## config.mk

```make
export PLATFORM = sky130hd
export DESIGN_NAME = upr_port_routing
export DESIGN_NICKNAME = d
export VERILOG_FILES = /design/src/rtl/upr_pkg.sv /design/src/rtl/upr_port_if.sv /design/src/rtl/upr_port_mux.sv /design/src/rtl/upr_port_routing.sv
export VERILOG_INCLUDE_DIRS = /design/src /design/src/rtl
export SDC_FILE = /design/constraint.sdc
export NUM_CORES = 1
export LEC_CHECK = 0
export BUFFER_PORTS_ARGS = -buffer_cell sky130_fd_sc_hd__buf_2
export CAP_MARGIN = 20
export CORE_ASPECT_RATIO = 0.5
export CORE_UTILIZATION = 27
export CTS_CLUSTER_SIZE = 10
export DETAILED_ROUTE_END_ITERATION = 10
export GPL_TIMING_DRIVEN = 0
export SLEW_MARGIN = 25
export SYNTH_ARGS = -nofsm -noshare
export SYNTH_HDL_FRONTEND = slang
export SYNTH_SLANG_ARGS = --single-unit
```

## constraint.sdc

```tcl
create_clock -name ref_clk_i -period 2.7 [get_ports ref_clk_i]
set_clock_uncertainty 0.05 [all_clocks]
set_input_delay 0.135 -clock ref_clk_i [delete_from_list [all_inputs] [get_ports ref_clk_i]]
set_output_delay 0.135 -clock ref_clk_i [all_outputs]
set_load 0.005 [all_outputs]
```

## src/rtl/upr_regs.svh

```systemverilog
// register map, field positions, reset values and sizes of the port routing block
`ifndef UPR_REGS_SVH
`define UPR_REGS_SVH
`define UPR_NUM_PORTS 10
`define UPR_ADDR_CONFIG 6'h00
`define UPR_ADDR_OWNER 6'h04
`define UPR_ADDR_DEBUG 6'h08
`define UPR_ADDR_STATUS 6'h0c
`define UPR_ADDR_CONNECT 6'h10
`define UPR_ADDR_ENABLE 6'h14
`define UPR_ADDR_ROUTE 6'h18
`define UPR_ADDR_ID 6'h1c
`define UPR_CFG_FLAG_BIT 0
`define UPR_DBG_OWNER_BIT 0
`define UPR_DBG_ENABLED_BIT 1
`define UPR_DBG_SLOT_BIT 2
`define UPR_DBG_BADSTS_BIT 3
`define UPR_DBG_PORT 0
// arbitrary identification value, names no maker or part
`define UPR_ID_VALUE 32'h0000a5c3
`define UPR_RST_CFG_FLAG 1'b0
`define UPR_RST_OWNER_BIT 1'b1
`endif

```

## src/rtl/upr_pkg.sv

```systemverilog
// types shared by the port routing block
package upr_pkg;
  typedef enum logic [1:0] {
    UPR_DBG_IDLE,
    UPR_DBG_ACTIVE,
    UPR_DBG_HELD
  } upr_dbg_state_e;
endpackage

```

## src/rtl/upr_port_if.sv

```systemverilog
// per-port owner and connect signals between the routing top and the port mux
`timescale 1ns/1ns
interface upr_port_if #(parameter int N = 10);
  logic [N-1:0] owner_comp;
  logic [N-1:0] phys_conn;
  logic [N-1:0] comp_conn;
  logic [N-1:0] enh_conn;
  modport ctrl (output owner_comp, output phys_conn, input comp_conn, input enh_conn);
  modport mux (input owner_comp, input phys_conn, output comp_conn, output enh_conn);
endinterface

```

## src/rtl/upr_port_mux.sv

```systemverilog
// differential-pair multiplexer and connect generator for all ports
`timescale 1ns/1ns
module upr_port_mux #(
  parameter int N = 10
) (
  input wire ref_clk_i,
  input wire rst_n_i,
  upr_port_if.mux pif,
  input wire [N-1:0] comp_tx_dp_i,
  input wire [N-1:0] comp_tx_dm_i,
  input wire [N-1:0] comp_tx_oe_i,
  input wire [N-1:0] enh_tx_dp_i,
  input wire [N-1:0] enh_tx_dm_i,
  input wire [N-1:0] enh_tx_oe_i,
  input wire [N-1:0] rx_dp_i,
  input wire [N-1:0] rx_dm_i,
  output logic [N-1:0] port_dp_o,
  output logic [N-1:0] port_dm_o,
  output logic [N-1:0] port_oe_o,
  output logic [N-1:0] comp_rx_dp_o,
  output logic [N-1:0] comp_rx_dm_o,
  output logic [N-1:0] enh_rx_dp_o,
  output logic [N-1:0] enh_rx_dm_o
);
  genvar g;
  generate
    for (g = 0; g < N; g++) begin : g_port
      wire own_c = pif.owner_comp[g];
      wire next_dp = own_c ? comp_tx_dp_i[g] : enh_tx_dp_i[g];
      wire next_dm = own_c ? comp_tx_dm_i[g] : enh_tx_dm_i[g];
      wire next_oe = own_c ? comp_tx_oe_i[g] : enh_tx_oe_i[g];
      // only the owner drives the pair, only the owner sees the stream
      // non-owner sees a disconnected port
      always_ff @(posedge ref_clk_i or negedge rst_n_i) begin
        if (!rst_n_i) begin
          port_dp_o[g] <= 1'b0;
          port_dm_o[g] <= 1'b0;
          port_oe_o[g] <= 1'b0;
          comp_rx_dp_o[g] <= 1'b0;
          comp_rx_dm_o[g] <= 1'b0;
          enh_rx_dp_o[g] <= 1'b0;
          enh_rx_dm_o[g] <= 1'b0;
          pif.comp_conn[g] <= 1'b0;
          pif.enh_conn[g] <= 1'b0;
        end else begin
          port_dp_o[g] <= next_dp;
          port_dm_o[g] <= next_dm;
          port_oe_o[g] <= next_oe;
          comp_rx_dp_o[g] <= own_c & rx_dp_i[g];
          comp_rx_dm_o[g] <= own_c & rx_dm_i[g];
          enh_rx_dp_o[g] <= ~own_c & rx_dp_i[g];
          enh_rx_dm_o[g] <= ~own_c & rx_dm_i[g];
          pif.comp_conn[g] <= own_c & pif.phys_conn[g];
          pif.enh_conn[g] <= ~own_c & pif.phys_conn[g];
        end
      end
    end
  endgenerate
endmodule // upr_port_mux

```

## src/rtl/upr_port_routing.sv

```systemverilog
// port ownership routing between companion and enhanced host controllers
//
// Summary of operation
// - companion owns full/low-speed or unconfigured ports
// - only owner drives pair and receives stream
// - non-owner sees a disconnected port
// - controllers see only generated connect status
// - only differential pairs pass the mux
// - overcurrent goes to both controllers always
// - routing state kept in suspend-well reset domain
// - debug active gives enhanced controller port 0
// - flag clear keeps companion owner on connect
// - flag set, slow device: enable clear, owner write
// - flag set, fast device: enhanced owns, enabled
// - slow device detach forces owner bit zero
// - fast device detach keeps enhanced owner
// - well or controller reset: flag 0, owners 1
// - core and D3-D0 resets leave routing alone
// - debug works before drivers and port disabled
// - debug buffer: one access per microframe
// - debug only in D0, unsuspended, not resetting
// - normal traffic may share the debug port
//
// Added by the designer: the address map and the Wishbone register port.
`timescale 1ns/1ns
`include "upr_regs.svh"
module upr_port_routing #(
  parameter int N = `UPR_NUM_PORTS,
  parameter logic [31:0] ID_VALUE = `UPR_ID_VALUE
) (
  input wire ref_clk_i,
  input wire rst_n_i,
  input wire host_controller_soft_reset_i,
  input wire core_reset_i,
  input wire d3_to_d0_reset_i,
  input wire power_d0_i,
  input wire microframe_tick_i,
  input wire debug_req_i,
  input wire debug_bus_err_i,
  input wire [31:0] wb_adr_i,
  input wire [31:0] wb_dat_i,
  input wire [3:0] wb_sel_i,
  input wire wb_we_i,
  input wire wb_cyc_i,
  input wire wb_stb_i,
  output logic [31:0] wb_dat_o,
  output logic wb_ack_o,
  input wire [N-1:0] phys_conn_i,
  input wire [N-1:0] dev_high_speed_i,
  input wire [N-1:0] port_reset_i,
  input wire [N-1:0] port_suspend_i,
  input wire [N-1:0] overcurrent_in_n_i,
  input wire [N-1:0] comp_tx_dp_i,
  input wire [N-1:0] comp_tx_dm_i,
  input wire [N-1:0] comp_tx_oe_i,
  input wire [N-1:0] enh_tx_dp_i,
  input wire [N-1:0] enh_tx_dm_i,
  input wire [N-1:0] enh_tx_oe_i,
  input wire [N-1:0] rx_dp_i,
  input wire [N-1:0] rx_dm_i,
  output logic [N-1:0] port_dp_o,
  output logic [N-1:0] port_dm_o,
  output logic [N-1:0] port_oe_o,
  output logic [N-1:0] comp_rx_dp_o,
  output logic [N-1:0] comp_rx_dm_o,
  output logic [N-1:0] enh_rx_dp_o,
  output logic [N-1:0] enh_rx_dm_o,
  output logic [N-1:0] comp_conn_o,
  output logic [N-1:0] enh_conn_o,
  output logic [N-1:0] enh_port_enable_o,
  output logic [N-1:0] comp_overcurrent_n_o,
  output logic [N-1:0] enh_overcurrent_n_o,
  output logic debug_grant_o,
  output logic debug_slot_o
);
  // ----------------------------------------------------------------
  // parameter check
  // ----------------------------------------------------------------
  if (N < 1 || N > 16) begin : g_bad_n
    $error("upr_port_routing: N must be 1..16");
  end

  // ----------------------------------------------------------------
  // pin synchronisers
  // ----------------------------------------------------------------
  logic [N-1:0] conn_s1, conn_s2, hs_s1, hs_s2, oc_s1, oc_s2;
  logic [N-1:0] prst_s1, prst_s2, susp_s1, susp_s2;
  always_ff @(posedge ref_clk_i or negedge rst_n_i) begin
    if (!rst_n_i) begin
      conn_s1 <= '0;
      conn_s2 <= '0;
      hs_s1 <= '0;
      hs_s2 <= '0;
      oc_s1 <= '1;
      oc_s2 <= '1;
      prst_s1 <= '0;
      prst_s2 <= '0;
      susp_s1 <= '0;
      susp_s2 <= '0;
    end else begin
      conn_s1 <= phys_conn_i;
      conn_s2 <= conn_s1;
      hs_s1 <= dev_high_speed_i;
      hs_s2 <= hs_s1;
      oc_s1 <= overcurrent_in_n_i;
      oc_s2 <= oc_s1;
      prst_s1 <= port_reset_i;
      prst_s2 <= prst_s1;
      susp_s1 <= port_suspend_i;
      susp_s2 <= susp_s1;
    end
  end

  // ----------------------------------------------------------------
  // received pair synchroniser
  // ----------------------------------------------------------------
  logic [N-1:0] rxp_s1, rxp_s2, rxm_s1, rxm_s2;
  always_ff @(posedge ref_clk_i or negedge rst_n_i) begin
    if (!rst_n_i) begin
      rxp_s1 <= '0;
      rxp_s2 <= '0;
      rxm_s1 <= '0;
      rxm_s2 <= '0;
    end else begin
      rxp_s1 <= rx_dp_i;
      rxp_s2 <= rxp_s1;
      rxm_s1 <= rx_dm_i;
      rxm_s2 <= rxm_s1;
    end
  end

  // ----------------------------------------------------------------
  // bus decode
  // ----------------------------------------------------------------
  wire [5:0] adr = wb_adr_i[5:0];
  wire req = wb_cyc_i & wb_stb_i & ~wb_ack_o;
  // a write lands on the edge that sees ack high
  wire wr = wb_cyc_i & wb_stb_i & wb_ack_o & wb_we_i & wb_sel_i[0];
  wire sel_cfg = adr == `UPR_ADDR_CONFIG;
  wire sel_own = adr == `UPR_ADDR_OWNER;
  wire sel_dbg = adr == `UPR_ADDR_DEBUG;
  wire sel_sts = adr == `UPR_ADDR_STATUS;
  wire sel_con = adr == `UPR_ADDR_CONNECT;
  wire sel_ena = adr == `UPR_ADDR_ENABLE;
  wire sel_rte = adr == `UPR_ADDR_ROUTE;
  wire sel_id = adr == `UPR_ADDR_ID;
  wire wr_cfg = wr & sel_cfg;
  wire wr_own = wr & sel_own;
  wire wr_dbg = wr & sel_dbg;
  wire wr_sts = wr & sel_sts;

  // ----------------------------------------------------------------
  // routing state, reset only by suspend well or controller reset
  // ----------------------------------------------------------------
  logic cfg_flag;
  logic [N-1:0] owner;
  logic [N-1:0] conn_q;
  logic dbg_owner, dbg_enabled, dbg_bad;
  // core and d3-to-d0 resets do not reach this state
  wire unused_resets = core_reset_i | d3_to_d0_reset_i;
  wire [N-1:0] detach = conn_q & ~conn_s2;
  // full/low-speed detach hands the empty port back to enhanced
  wire [N-1:0] force_enh = {N{cfg_flag}} & detach & owner;
  wire [N-1:0] wr_owner_val = wb_dat_i[N-1:0];
  wire [N-1:0] next_owner = wr_own ? (wr_owner_val & ~force_enh) : (owner & ~force_enh);

  always_ff @(posedge ref_clk_i or negedge rst_n_i) begin
    if (!rst_n_i) begin
      cfg_flag <= `UPR_RST_CFG_FLAG;
      owner <= {N{`UPR_RST_OWNER_BIT}};
      conn_q <= '0;
    end else if (host_controller_soft_reset_i) begin
      cfg_flag <= `UPR_RST_CFG_FLAG;
      owner <= {N{`UPR_RST_OWNER_BIT}};
      conn_q <= conn_s2;
    end else begin
      conn_q <= conn_s2;
      if (wr_cfg) begin
        cfg_flag <= wb_dat_i[`UPR_CFG_FLAG_BIT];
      end
      owner <= next_owner;
    end
  end

  // ----------------------------------------------------------------
  // ownership select
  // ----------------------------------------------------------------
  // debug routing active: enhanced owns the debug port
  wire dbg_route = dbg_owner & dbg_enabled;
  wire [N-1:0] dbg_mask = dbg_route ? (N'(1) << `UPR_DBG_PORT) : '0;
  // companion owns when flag clear or owner bit set
  wire [N-1:0] owner_comp = ({N{~cfg_flag}} | owner) & ~dbg_mask;

  upr_port_if #(.N(N)) pif ();
  assign pif.owner_comp = owner_comp;
  assign pif.phys_conn = conn_s2;

  upr_port_mux #(.N(N)) u_mux (
    .ref_clk_i(ref_clk_i),
    .rst_n_i(rst_n_i),
    .pif(pif),
    .comp_tx_dp_i(comp_tx_dp_i),
    .comp_tx_dm_i(comp_tx_dm_i),
    .comp_tx_oe_i(comp_tx_oe_i),
    .enh_tx_dp_i(enh_tx_dp_i),
    .enh_tx_dm_i(enh_tx_dm_i),
    .enh_tx_oe_i(enh_tx_oe_i),
    .rx_dp_i(rxp_s2),
    .rx_dm_i(rxm_s2),
    .port_dp_o(port_dp_o),
    .port_dm_o(port_dm_o),
    .port_oe_o(port_oe_o),
    .comp_rx_dp_o(comp_rx_dp_o),
    .comp_rx_dm_o(comp_rx_dm_o),
    .enh_rx_dp_o(enh_rx_dp_o),
    .enh_rx_dm_o(enh_rx_dm_o)
  );

  // ----------------------------------------------------------------
  // enhanced port enable output
  // ----------------------------------------------------------------
  logic [N-1:0] prst_q;
  wire [N-1:0] reset_done = prst_q & ~prst_s2;
  // enable only for high-speed device after reset on enhanced port
  wire [N-1:0] en_set = reset_done & hs_s2 & ~owner_comp & conn_s2;
  wire [N-1:0] en_clr = ~conn_s2 | owner_comp | prst_s2;
  wire [N-1:0] next_enable = (enh_port_enable_o | en_set) & ~en_clr;

  always_ff @(posedge ref_clk_i or negedge rst_n_i) begin
    if (!rst_n_i) begin
      prst_q <= '0;
      enh_port_enable_o <= '0;
    end else begin
      prst_q <= prst_s2;
      enh_port_enable_o <= next_enable;
    end
  end

  // ----------------------------------------------------------------
  // connect and overcurrent copies
  // ----------------------------------------------------------------
  always_ff @(posedge ref_clk_i or negedge rst_n_i) begin
    if (!rst_n_i) begin
      comp_overcurrent_n_o <= '1;
      enh_overcurrent_n_o <= '1;
      comp_conn_o <= '0;
      enh_conn_o <= '0;
    end else begin
      comp_overcurrent_n_o <= oc_s2;
      enh_overcurrent_n_o <= oc_s2;
      comp_conn_o <= pif.comp_conn;
      enh_conn_o <= pif.enh_conn;
    end
  end

  // ----------------------------------------------------------------
  // debug port gating
  // ----------------------------------------------------------------
  upr_pkg::upr_dbg_state_e dbg_state, next_dbg_state;
  logic slot_used;
  // runs only in d0, port not suspended and not in bus reset
  wire dbg_ok = power_d0_i & ~susp_s2[`UPR_DBG_PORT] & ~prst_s2[`UPR_DBG_PORT];
  // one access per microframe; a grant in the tick cycle opens the new slot
  wire slot_free = ~slot_used | microframe_tick_i;
  wire grant = dbg_route & dbg_ok & debug_req_i & slot_free;

  always_comb begin
    next_dbg_state = dbg_state;
    case (dbg_state)
      upr_pkg::UPR_DBG_IDLE: begin
        if (grant) next_dbg_state = upr_pkg::UPR_DBG_ACTIVE;
        else if (dbg_route & ~dbg_ok) next_dbg_state = upr_pkg::UPR_DBG_HELD;
      end
      upr_pkg::UPR_DBG_ACTIVE: begin
        next_dbg_state = upr_pkg::UPR_DBG_IDLE;
      end
      upr_pkg::UPR_DBG_HELD: begin
        if (grant) next_dbg_state = upr_pkg::UPR_DBG_ACTIVE;
        else if (dbg_ok | ~dbg_route) next_dbg_state = upr_pkg::UPR_DBG_IDLE;
      end
      default: next_dbg_state = upr_pkg::UPR_DBG_IDLE;
    endcase
  end

  always_ff @(posedge ref_clk_i or negedge rst_n_i) begin
    if (!rst_n_i) begin
      dbg_state <= upr_pkg::UPR_DBG_IDLE;
      slot_used <= 1'b0;
      debug_grant_o <= 1'b0;
      debug_slot_o <= 1'b0;
    end else begin
      dbg_state <= next_dbg_state;
      slot_used <= grant | (slot_used & ~microframe_tick_i);
      debug_grant_o <= grant;
      debug_slot_o <= slot_used | grant;
    end
  end

  // bad status is flagged to software, never retried; set wins
  wire bad_set = debug_bus_err_i & (dbg_state == upr_pkg::UPR_DBG_ACTIVE);
  wire bad_clr = wr_sts & wb_dat_i[`UPR_DBG_BADSTS_BIT];

  always_ff @(posedge ref_clk_i or negedge rst_n_i) begin
    if (!rst_n_i) begin
      dbg_owner <= 1'b0;
      dbg_enabled <= 1'b0;
    end else if (wr_dbg) begin
      dbg_owner <= wb_dat_i[`UPR_DBG_OWNER_BIT];
      dbg_enabled <= wb_dat_i[`UPR_DBG_ENABLED_BIT];
    end
  end

  always_ff @(posedge ref_clk_i or negedge rst_n_i) begin
    if (!rst_n_i) begin
      dbg_bad <= 1'b0;
    end else begin
      dbg_bad <= bad_set | (dbg_bad & ~bad_clr);
    end
  end

  // ----------------------------------------------------------------
  // bus read mux and ack
  // ----------------------------------------------------------------
  wire [31:0] rd_cfg = {31'h0, cfg_flag};
  wire [31:0] rd_own = 32'(owner);
  wire [31:0] rd_dbg = {30'h0, dbg_enabled, dbg_owner};
  wire [31:0] rd_sts = {28'h0, dbg_bad, slot_used, dbg_enabled & dbg_ok, unused_resets};
  wire [31:0] rd_con = 32'(conn_s2);
  wire [31:0] rd_ena = 32'(enh_port_enable_o);
  wire [31:0] rd_rte = 32'(owner_comp);
  wire [31:0] rd_data = sel_cfg ? rd_cfg :
                        sel_own ? rd_own :
                        sel_dbg ? rd_dbg :
                        sel_sts ? rd_sts :
                        sel_con ? rd_con :
                        sel_ena ? rd_ena :
                        sel_rte ? rd_rte :
                        sel_id ? ID_VALUE : 32'h0;

  always_ff @(posedge ref_clk_i or negedge rst_n_i) begin
    if (!rst_n_i) begin
      wb_ack_o <= 1'b0;
      wb_dat_o <= 32'h0;
    end else begin
      wb_ack_o <= req;
      wb_dat_o <= req ? rd_data : 32'h0;
    end
  end
endmodule // upr_port_routing

```

==> run_results.csv, run 1 <==
group,metric,value,unit
clock_tree,insertion_delay_to_the_later_sink_of_the_worst_skew_pair,0.51,ns
layout,final_cell_area,0.0143,mm2
worst_setup_path,rr_startpoint,"cfg_flag",
global_routing,wire_length_of_the_first_global_routing_pass,36.6,mm
timing,unrepaired_setup_endpoints_after_global_routing,"no",
placement,routabilityCongestion,0.806,
yosys,netlist_area,0.00967,mm2
worst_setup_path,required,3.03,ns
yosys,ys_ff_latch,303,
placement,preCtsSetupSlack,0.518,ns
timing,fmax,411,MHz
placement,place_area,0.0118,mm2
worst_setup_path,timing.critical_path.from,"cfg_flag",
clock_tree,cts_tree,"done",
yosys,proportion_of_netlist_area_held_by_the_largest_area_contributor,0.680,
route,drt-initial-drc-count,295,
power_and_ir_drop,peakVddDrop,0.000329,V
yosys,synth_compound_area_frac,0.0396,
yosys,combinational_family_with_the_most_area_after_synthesis,"simple AND/OR/NAND/NOR gates",
worst_setup_path,cp-end-kind,"flop",
layout,seq_area,0.00763,mm2
timing,post-route-worst-setup-slack,0.268,ns
yosys,synth_enable_flop_cells,0,
yosys,netlist_top_cells_count,"263 x sky130_fd_sc_hd__dfrtp_1, 40 x sky130_fd_sc_hd__dfstp_2, 33 x sky130_fd_sc_hd__mux2_2",
yosys,synthCells,602,
floorplanning,fp-row-count,48,
yosys,netlist.top_cell.by_area,"sky130_fd_sc_hd__dfrtp_1",
timing,timing.final.hold_violations,0,
layout,antennaDiodeCount,0,
outcome,run_status,"finished clean",
worst_setup_path,critPathKind,"flop to flop",
layout,synthToLayoutAreaGrowth,48.0,%
worst_setup_path,cp_arrival,2.76,ns
yosys,most_numerous_cell_in_the_yosys_netlist,"sky130_fd_sc_hd__dfrtp_1",
floorplanning,fp.dieH,136,um
yosys,synth_area_per_cell,16.1,um2
worst_setup_path,worstPathMaxFanout,10,
yosys,synth_sequential_area_ratio,0.789,
layout,final_layout_size_suffix_gt1_frac,0.400,
clock_tree,cts_max_path_buffers,3,
layout,layout.filler_cells,3154,
global_routing,grt-ovfl-total,0,
clock_tree,clock-sinks,303,
yosys,yosysWarningCount,0,
floorplanning,core,0.0349,mm2
route,dr_total_vias,6368,
timing,finalCriticalPeriod,2.43,ns
worst_hold_path,min-delay-path-class,"input pin to flop",
yosys,post_synth_and_or_nand_nor_area_fraction,0.0911,
worst_hold_path,min-delay-start,"power_d0_i",
timing,max_slew.worst_pin.slew,0.987,ns
layout,largest_register,"wb_dat_o",
route,firstDrtPassIters,4,
global_routing,first_global_vias,6906,
yosys,async_reset_ff_frac,1.00,
clock_tree,cts_setup_buffers,0,
timing,maxSlewHeadroom,0.337,
floorplanning,ioPinCount,365,
placement,place_hpwl,16.1,mm
clock_tree,cts-resized-gates,0,
global_routing,grt_max_degree,98,
timing,timing.final.max_slew_violations,0,
timing,setup_total_negative_slack,0,ns
placement,numPortBuffers,283,
route,drc,0,
layout,multiInputGateArea,0.00179,mm2
layout,final_cells,1583,
timing,finalSetupViolations,0,
yosys,synth-xor-area-share,0,
floorplanning,fp.dieArea,0.0366,mm2
timing,final_min_period_over_clock_period,0.901,
power_and_ir_drop,leakagePower,0.00689,uW
run,maxCapViolations,0,
clock_tree,cts-htree-levels,2,
route,postRouteWirelength,23.8,mm
global_routing,gr-usage-all-layers,0.127,
yosys,adder_cell_area_share_of_the_yosys_netlist,0,
yosys,yosys.cell_types.count,44,
layout,largest_register_ffs,11,
route,postRouteAntennaNets,0,
timing,finalHoldWorstSlack,0.0667,ns
clock_tree,clk_pin_slew,0.06,ns
floorplanning,floorplan.die.width,270,um
route,avgViaCountPerCell,4.02,
yosys,yosys-mux-area-fraction,0.0469,
global_routing,number_of_antenna_violations_at_the_first_check_in_global_routing,0,
power_and_ir_drop,power-per-cell-area,681,mW/mm2
layout,final_net_count,1295,
worst_setup_path,worstSetupStartpointType,"flop",
clock_tree,clockRootBuffer,"sky130_fd_sc_hd__clkbuf_16",
floorplanning,initial_utilization,0.277,
route,routedWlPerCell,15.0,um
yosys,synth_top_flop_cell,"sky130_fd_sc_hd__dfrtp_1",
placement,placed_cells_incl_taps,1381,
yosys,synth_area_leaders,"sky130_fd_sc_hd__dfrtp_1 68%, sky130_fd_sc_hd__dfstp_2 11%, sky130_fd_sc_hd__mux2_2 3.8%",
clock_tree,cts_buffers,36,
[worst paths after layout]
| kind | to | slack, ns | depth (start not counted) |
|---|---|---|---|
| setup / recovery | u_mux.port_dm_o[7] | 0.27 | 4 |
| hold / removal | debug_slot_o | 0.07 | 4 |
| setup reg to reg | u_mux.port_dm_o[7] | 0.27 | 4 |
| hold reg to reg | conn_s2[3] | 0.28 | 0 |
| max in group asynchronous | rxm_s2[7] | 1.34 | 4 |
| min in group asynchronous | u_mux.comp_rx_dp_o[2] | 0.11 | 2 |
[worst max-delay path, cell delays in order (launching register included)]
cell	delay, ns
sky130_fd_sc_hd__dfrtp_1	0.48
sky130_fd_sc_hd__inv_2	0.16
sky130_fd_sc_hd__nor2_1	0.64
sky130_fd_sc_hd__mux2_2	0.41
sky130_fd_sc_hd__dlygate4sd3_1	0.56
[cell families after synthesis]
family	count (synthesis)
compound gates	60
simple gates	146
flops	303
other cells	1
mux	40
buf+inv	52
[per-stage QoR]
stage,util,total power (uW)
floorplan,-,4990
global placement,0.337,5270
detailed placement,0.339,5310
CTS,0.410,9900
global route,0.410,10200
finish,0.410,9760
[report_power, final]
part	switching [uW]	leakage, uW	internal [uW]
Sequential	60.4	0.00365	4730
Combinational	254	0.00273	340
Clock	1710	0.000510	2660
Total	2030	0.00689	7730
[layout by cell type (no fill, tap or decap), drive strengths merged, types with 5 or more instances in the layout]
| master | n |
|---|---|
| a21oi | 18 |
| o22ai | 5 |
| o21ai | 13 |
| or2 | 5 |
| clkbuf | 68 |
| mux2 | 33 |
| dfrtp | 263 |
| dfstp | 40 |
| nor3 | 5 |
| nor2 | 28 |
| nor3b | 13 |
| nand4b | 9 |
| o21bai | 10 |
| nand2 | 6 |
| dlygate4sd3 | 141 |
| mux2i | 6 |
| conb | 19 |
| nor2b | 31 |
| and2 | 30 |
| buf | 320 |
| nand3 | 5 |
| inv | 10 |
[final cells by class]
cell class / instances / share of cell area
flip-flops and latches: 303 / 0.533
multi-input cells: 265 / 0.125
clock inverters: 3 / 0.00332
plain buffers: 44 / 0.0203
repair buffers: 427 / 0.204
inverters: 8 / 0.00210
clock buffers: 58 / 0.0709
well taps: 475 / 0.0415
[repair_timing]
| item | 4_1_cts | 5_1_grt |
|---|---|---|
| endpoints found under the hold margin | 279 | 0 |
| hold buffers | 141 | 0 |
| setup endpoints to repair | 0 | 0 |
[routing by layer]
metal	wire length (um)	vias to the layer above	GRT usage
met2	13700	126	0.243
li1	-	2946	-
met3	708	55	0.0201
met1	8600	3241	0.139
met4	790	0	0.0584
met5	0	-	0
Note: power is estimated with default switching activity, not from simulation.
==> run 2, diff against run 1 <==
Settings changed: CELL_PAD_IN_SITES_DETAIL_PLACEMENT from default to 1, CELL_PAD_IN_SITES_GLOBAL_PLACEMENT from default to 2, PLACE_DENSITY_LB_ADDON from default to 0.1.
==> run 2 against run 1 <==
  * Hold slack got worse by 0.036 ns
  * Highest routed layer unchanged
  * Worst setup slack got worse by 0.080 ns
  * Cell area barely moved
  * Largest cell class unchanged
  * Final cell count rose by 0.13%
  * Via count rose by 0.82%
  * Sequential power barely moved
  * Count of clock-buffer cells in the layout rose by 6
==> run_results.csv, run 2 (synthesis gave the netlist of run 1 again) <==
group,metric,value,unit
timing,timing.final.hold_violations,0,
worst_setup_path,rr_startpoint,"cfg_flag",
layout,leading_cell_type_in_the_layout_fill_and_taps_excluded,"sky130_fd_sc_hd__buf_2",
clock_tree,cts-htree-levels,2,
layout,largest_register,"wb_dat_o",
floorplanning,fp.dieH,136,um
layout,layout.filler_cells,3705,
run,maxCapViolations,0,
timing,finalSetupViolations,0,
global_routing,first_global_vias,7048,
clock_tree,cts_buffers,36,
clock_tree,cts_tree,"done",
layout,multiInputGateArea,0.00179,mm2
layout,final_cell_mix,"283 x sky130_fd_sc_hd__buf_2, 263 x sky130_fd_sc_hd__dfrtp_1, 140 x sky130_fd_sc_hd__dlygate4sd3_1",
layout,largest_register_ffs,11,
floorplanning,ioPinCount,365,
route,dr_total_vias,6420,
timing,finalHoldWorstSlack,0.0305,ns
worst_hold_path,min-delay-start,"power_d0_i",
outcome,run_status,"finished clean",
worst_setup_path,critPathKind,"flop to flop",
placement,preCtsSetupSlack,0.367,ns
global_routing,gr-usage-all-layers,0.136,
route,drc,0,
clock_tree,insertion_delay_to_the_later_sink_of_the_worst_skew_pair,0.52,ns
clock_tree,cts_max_path_buffers,3,
layout,final_layout_size_suffix_gt1_frac,0.399,
clock_tree,clock-sinks,303,
layout,synthToLayoutAreaGrowth,47.9,%
worst_setup_path,cp-end-kind,"flop",
worst_hold_path,min-delay-path-class,"input pin to flop",
placement,routabilityCongestion,0.760,
timing,post-route-worst-setup-slack,0.188,ns
timing,fmax,398,MHz
route,postRouteWirelength,24.5,mm
power_and_ir_drop,leakagePower,0.00688,uW
worst_setup_path,timing.critical_path.from,"cfg_flag",
layout,antennaDiodeCount,0,
route,postRouteAntennaNets,0,
worst_setup_path,worstSetupStartpointType,"flop",
global_routing,wire_length_of_the_first_global_routing_pass,38.6,mm
worst_setup_path,worstPathMaxFanout,10,
timing,finalCriticalPeriod,2.51,ns
route,avgViaCountPerCell,4.05,
floorplanning,initial_utilization,0.277,
placement,place_hpwl,16.0,mm
power_and_ir_drop,peakVddDrop,0.000317,V
placement,numPortBuffers,283,
timing,setup_total_negative_slack,0,ns
floorplanning,fp.dieArea,0.0366,mm2
route,drt-initial-drc-count,271,
timing,maxSlewHeadroom,0.362,
route,firstDrtPassIters,4,
timing,final_min_period_over_clock_period,0.930,
layout,final_cells,1585,
global_routing,grt-ovfl-total,0,
worst_setup_path,required,3.04,ns
timing,timing.final.max_slew_violations,0,
floorplanning,core,0.0349,mm2
clock_tree,clk_pin_slew,0.06,ns
global_routing,grt_max_degree,94,
power_and_ir_drop,p_total,9820,uW
clock_tree,clockRootBuffer,"sky130_fd_sc_hd__clkbuf_16",
timing,unrepaired_setup_endpoints_after_global_routing,"no",
timing,max_slew.worst_pin.slew,0.949,ns
placement,placed_cells_incl_taps,1381,
global_routing,number_of_antenna_violations_at_the_first_check_in_global_routing,0,
power_and_ir_drop,power-per-cell-area,686,mW/mm2
layout,final_net_count,1294,
floorplanning,floorplan.die.width,270,um
layout,seq_area,0.00763,mm2
floorplanning,fp-row-count,48,
route,routedWlPerCell,15.5,um
worst_setup_path,cp_arrival,2.85,ns
[run 2: changes by cell type in the layout (fill, tap and decap cells not counted)]
cell / before / now
sky130_fd_sc_hd__clkbuf_8: 1 / 3
sky130_fd_sc_hd__inv_6: 2 / 0
sky130_fd_sc_hd__clkbuf_1: 30 / 34
sky130_fd_sc_hd__dlygate4sd3_1: 141 / 140
sky130_fd_sc_hd__o21ai_1: 1 / 0
sky130_fd_sc_hd__bufinv_16: 1 / 0
sky130_fd_sc_hd__o21ai_2: 0 / 1
[run 2: path summary, 6_finish.rpt]
path                                          end  slack, ns  cells past startpoint
max reg2reg                    u_mux.port_dm_o[7]       0.19                      4
max in group asynchronous  enh_overcurrent_n_o[8]       1.28                      4
min in group asynchronous   u_mux.comp_rx_dm_o[5]       0.09                      2
min                                  dbg_state[1]       0.03                      3
min reg2reg                        comp_conn_o[9]       0.29                      0
max                            u_mux.port_dm_o[7]       0.19                      4
[run 2: cell type report]
class                      count  share of cell area
clock buffer                  64              0.0739
multi-input combinational    265               0.125
sequential                   303               0.533
timing repair buffer         426               0.203
tap                          475              0.0415
buffer                        44              0.0203
inverter                       8             0.00210
[run 2: metal layers]
metal  track usage  vias to the layer above  share of wire
li1              -                     2943              -
met1         0.158                     3279           0.39
met2         0.247                      149           0.54
met3        0.0359                       49          0.052
met4        0.0417                        0          0.021
met5             0                        -              0
[run 2: repair_timing]
action	CTS	global route
endpoints found under the hold margin	309	0
setup buffers	0	0
hold buffers	140	0
endpoints found under the setup margin	0	3
gates resized for setup	0	1
[run 2: metrics by stage]
stage | util | area [um2]
after floorplan | - | 9740
after global placement | 0.337 | 11800
after detailed placement | 0.339 | 11800
after CTS | 0.410 | 14300
after global routing | 0.410 | 14300
final | 0.410 | 14300
[run 2: critical path, cell delays in order (launching register included)]
cell and delay, ns:
sky130_fd_sc_hd__dfrtp_1 0.51, sky130_fd_sc_hd__inv_2 0.18, sky130_fd_sc_hd__nor2_1 0.66, sky130_fd_sc_hd__mux2_2 0.41
sky130_fd_sc_hd__dlygate4sd3_1 0.56
[run 2: report_power, final]
part | internal, uW | switching (uW)
Clock | 2630 | 1810
Combinational | 338 | 252
Sequential | 4730 | 54.9
Total | 7700 | 2120
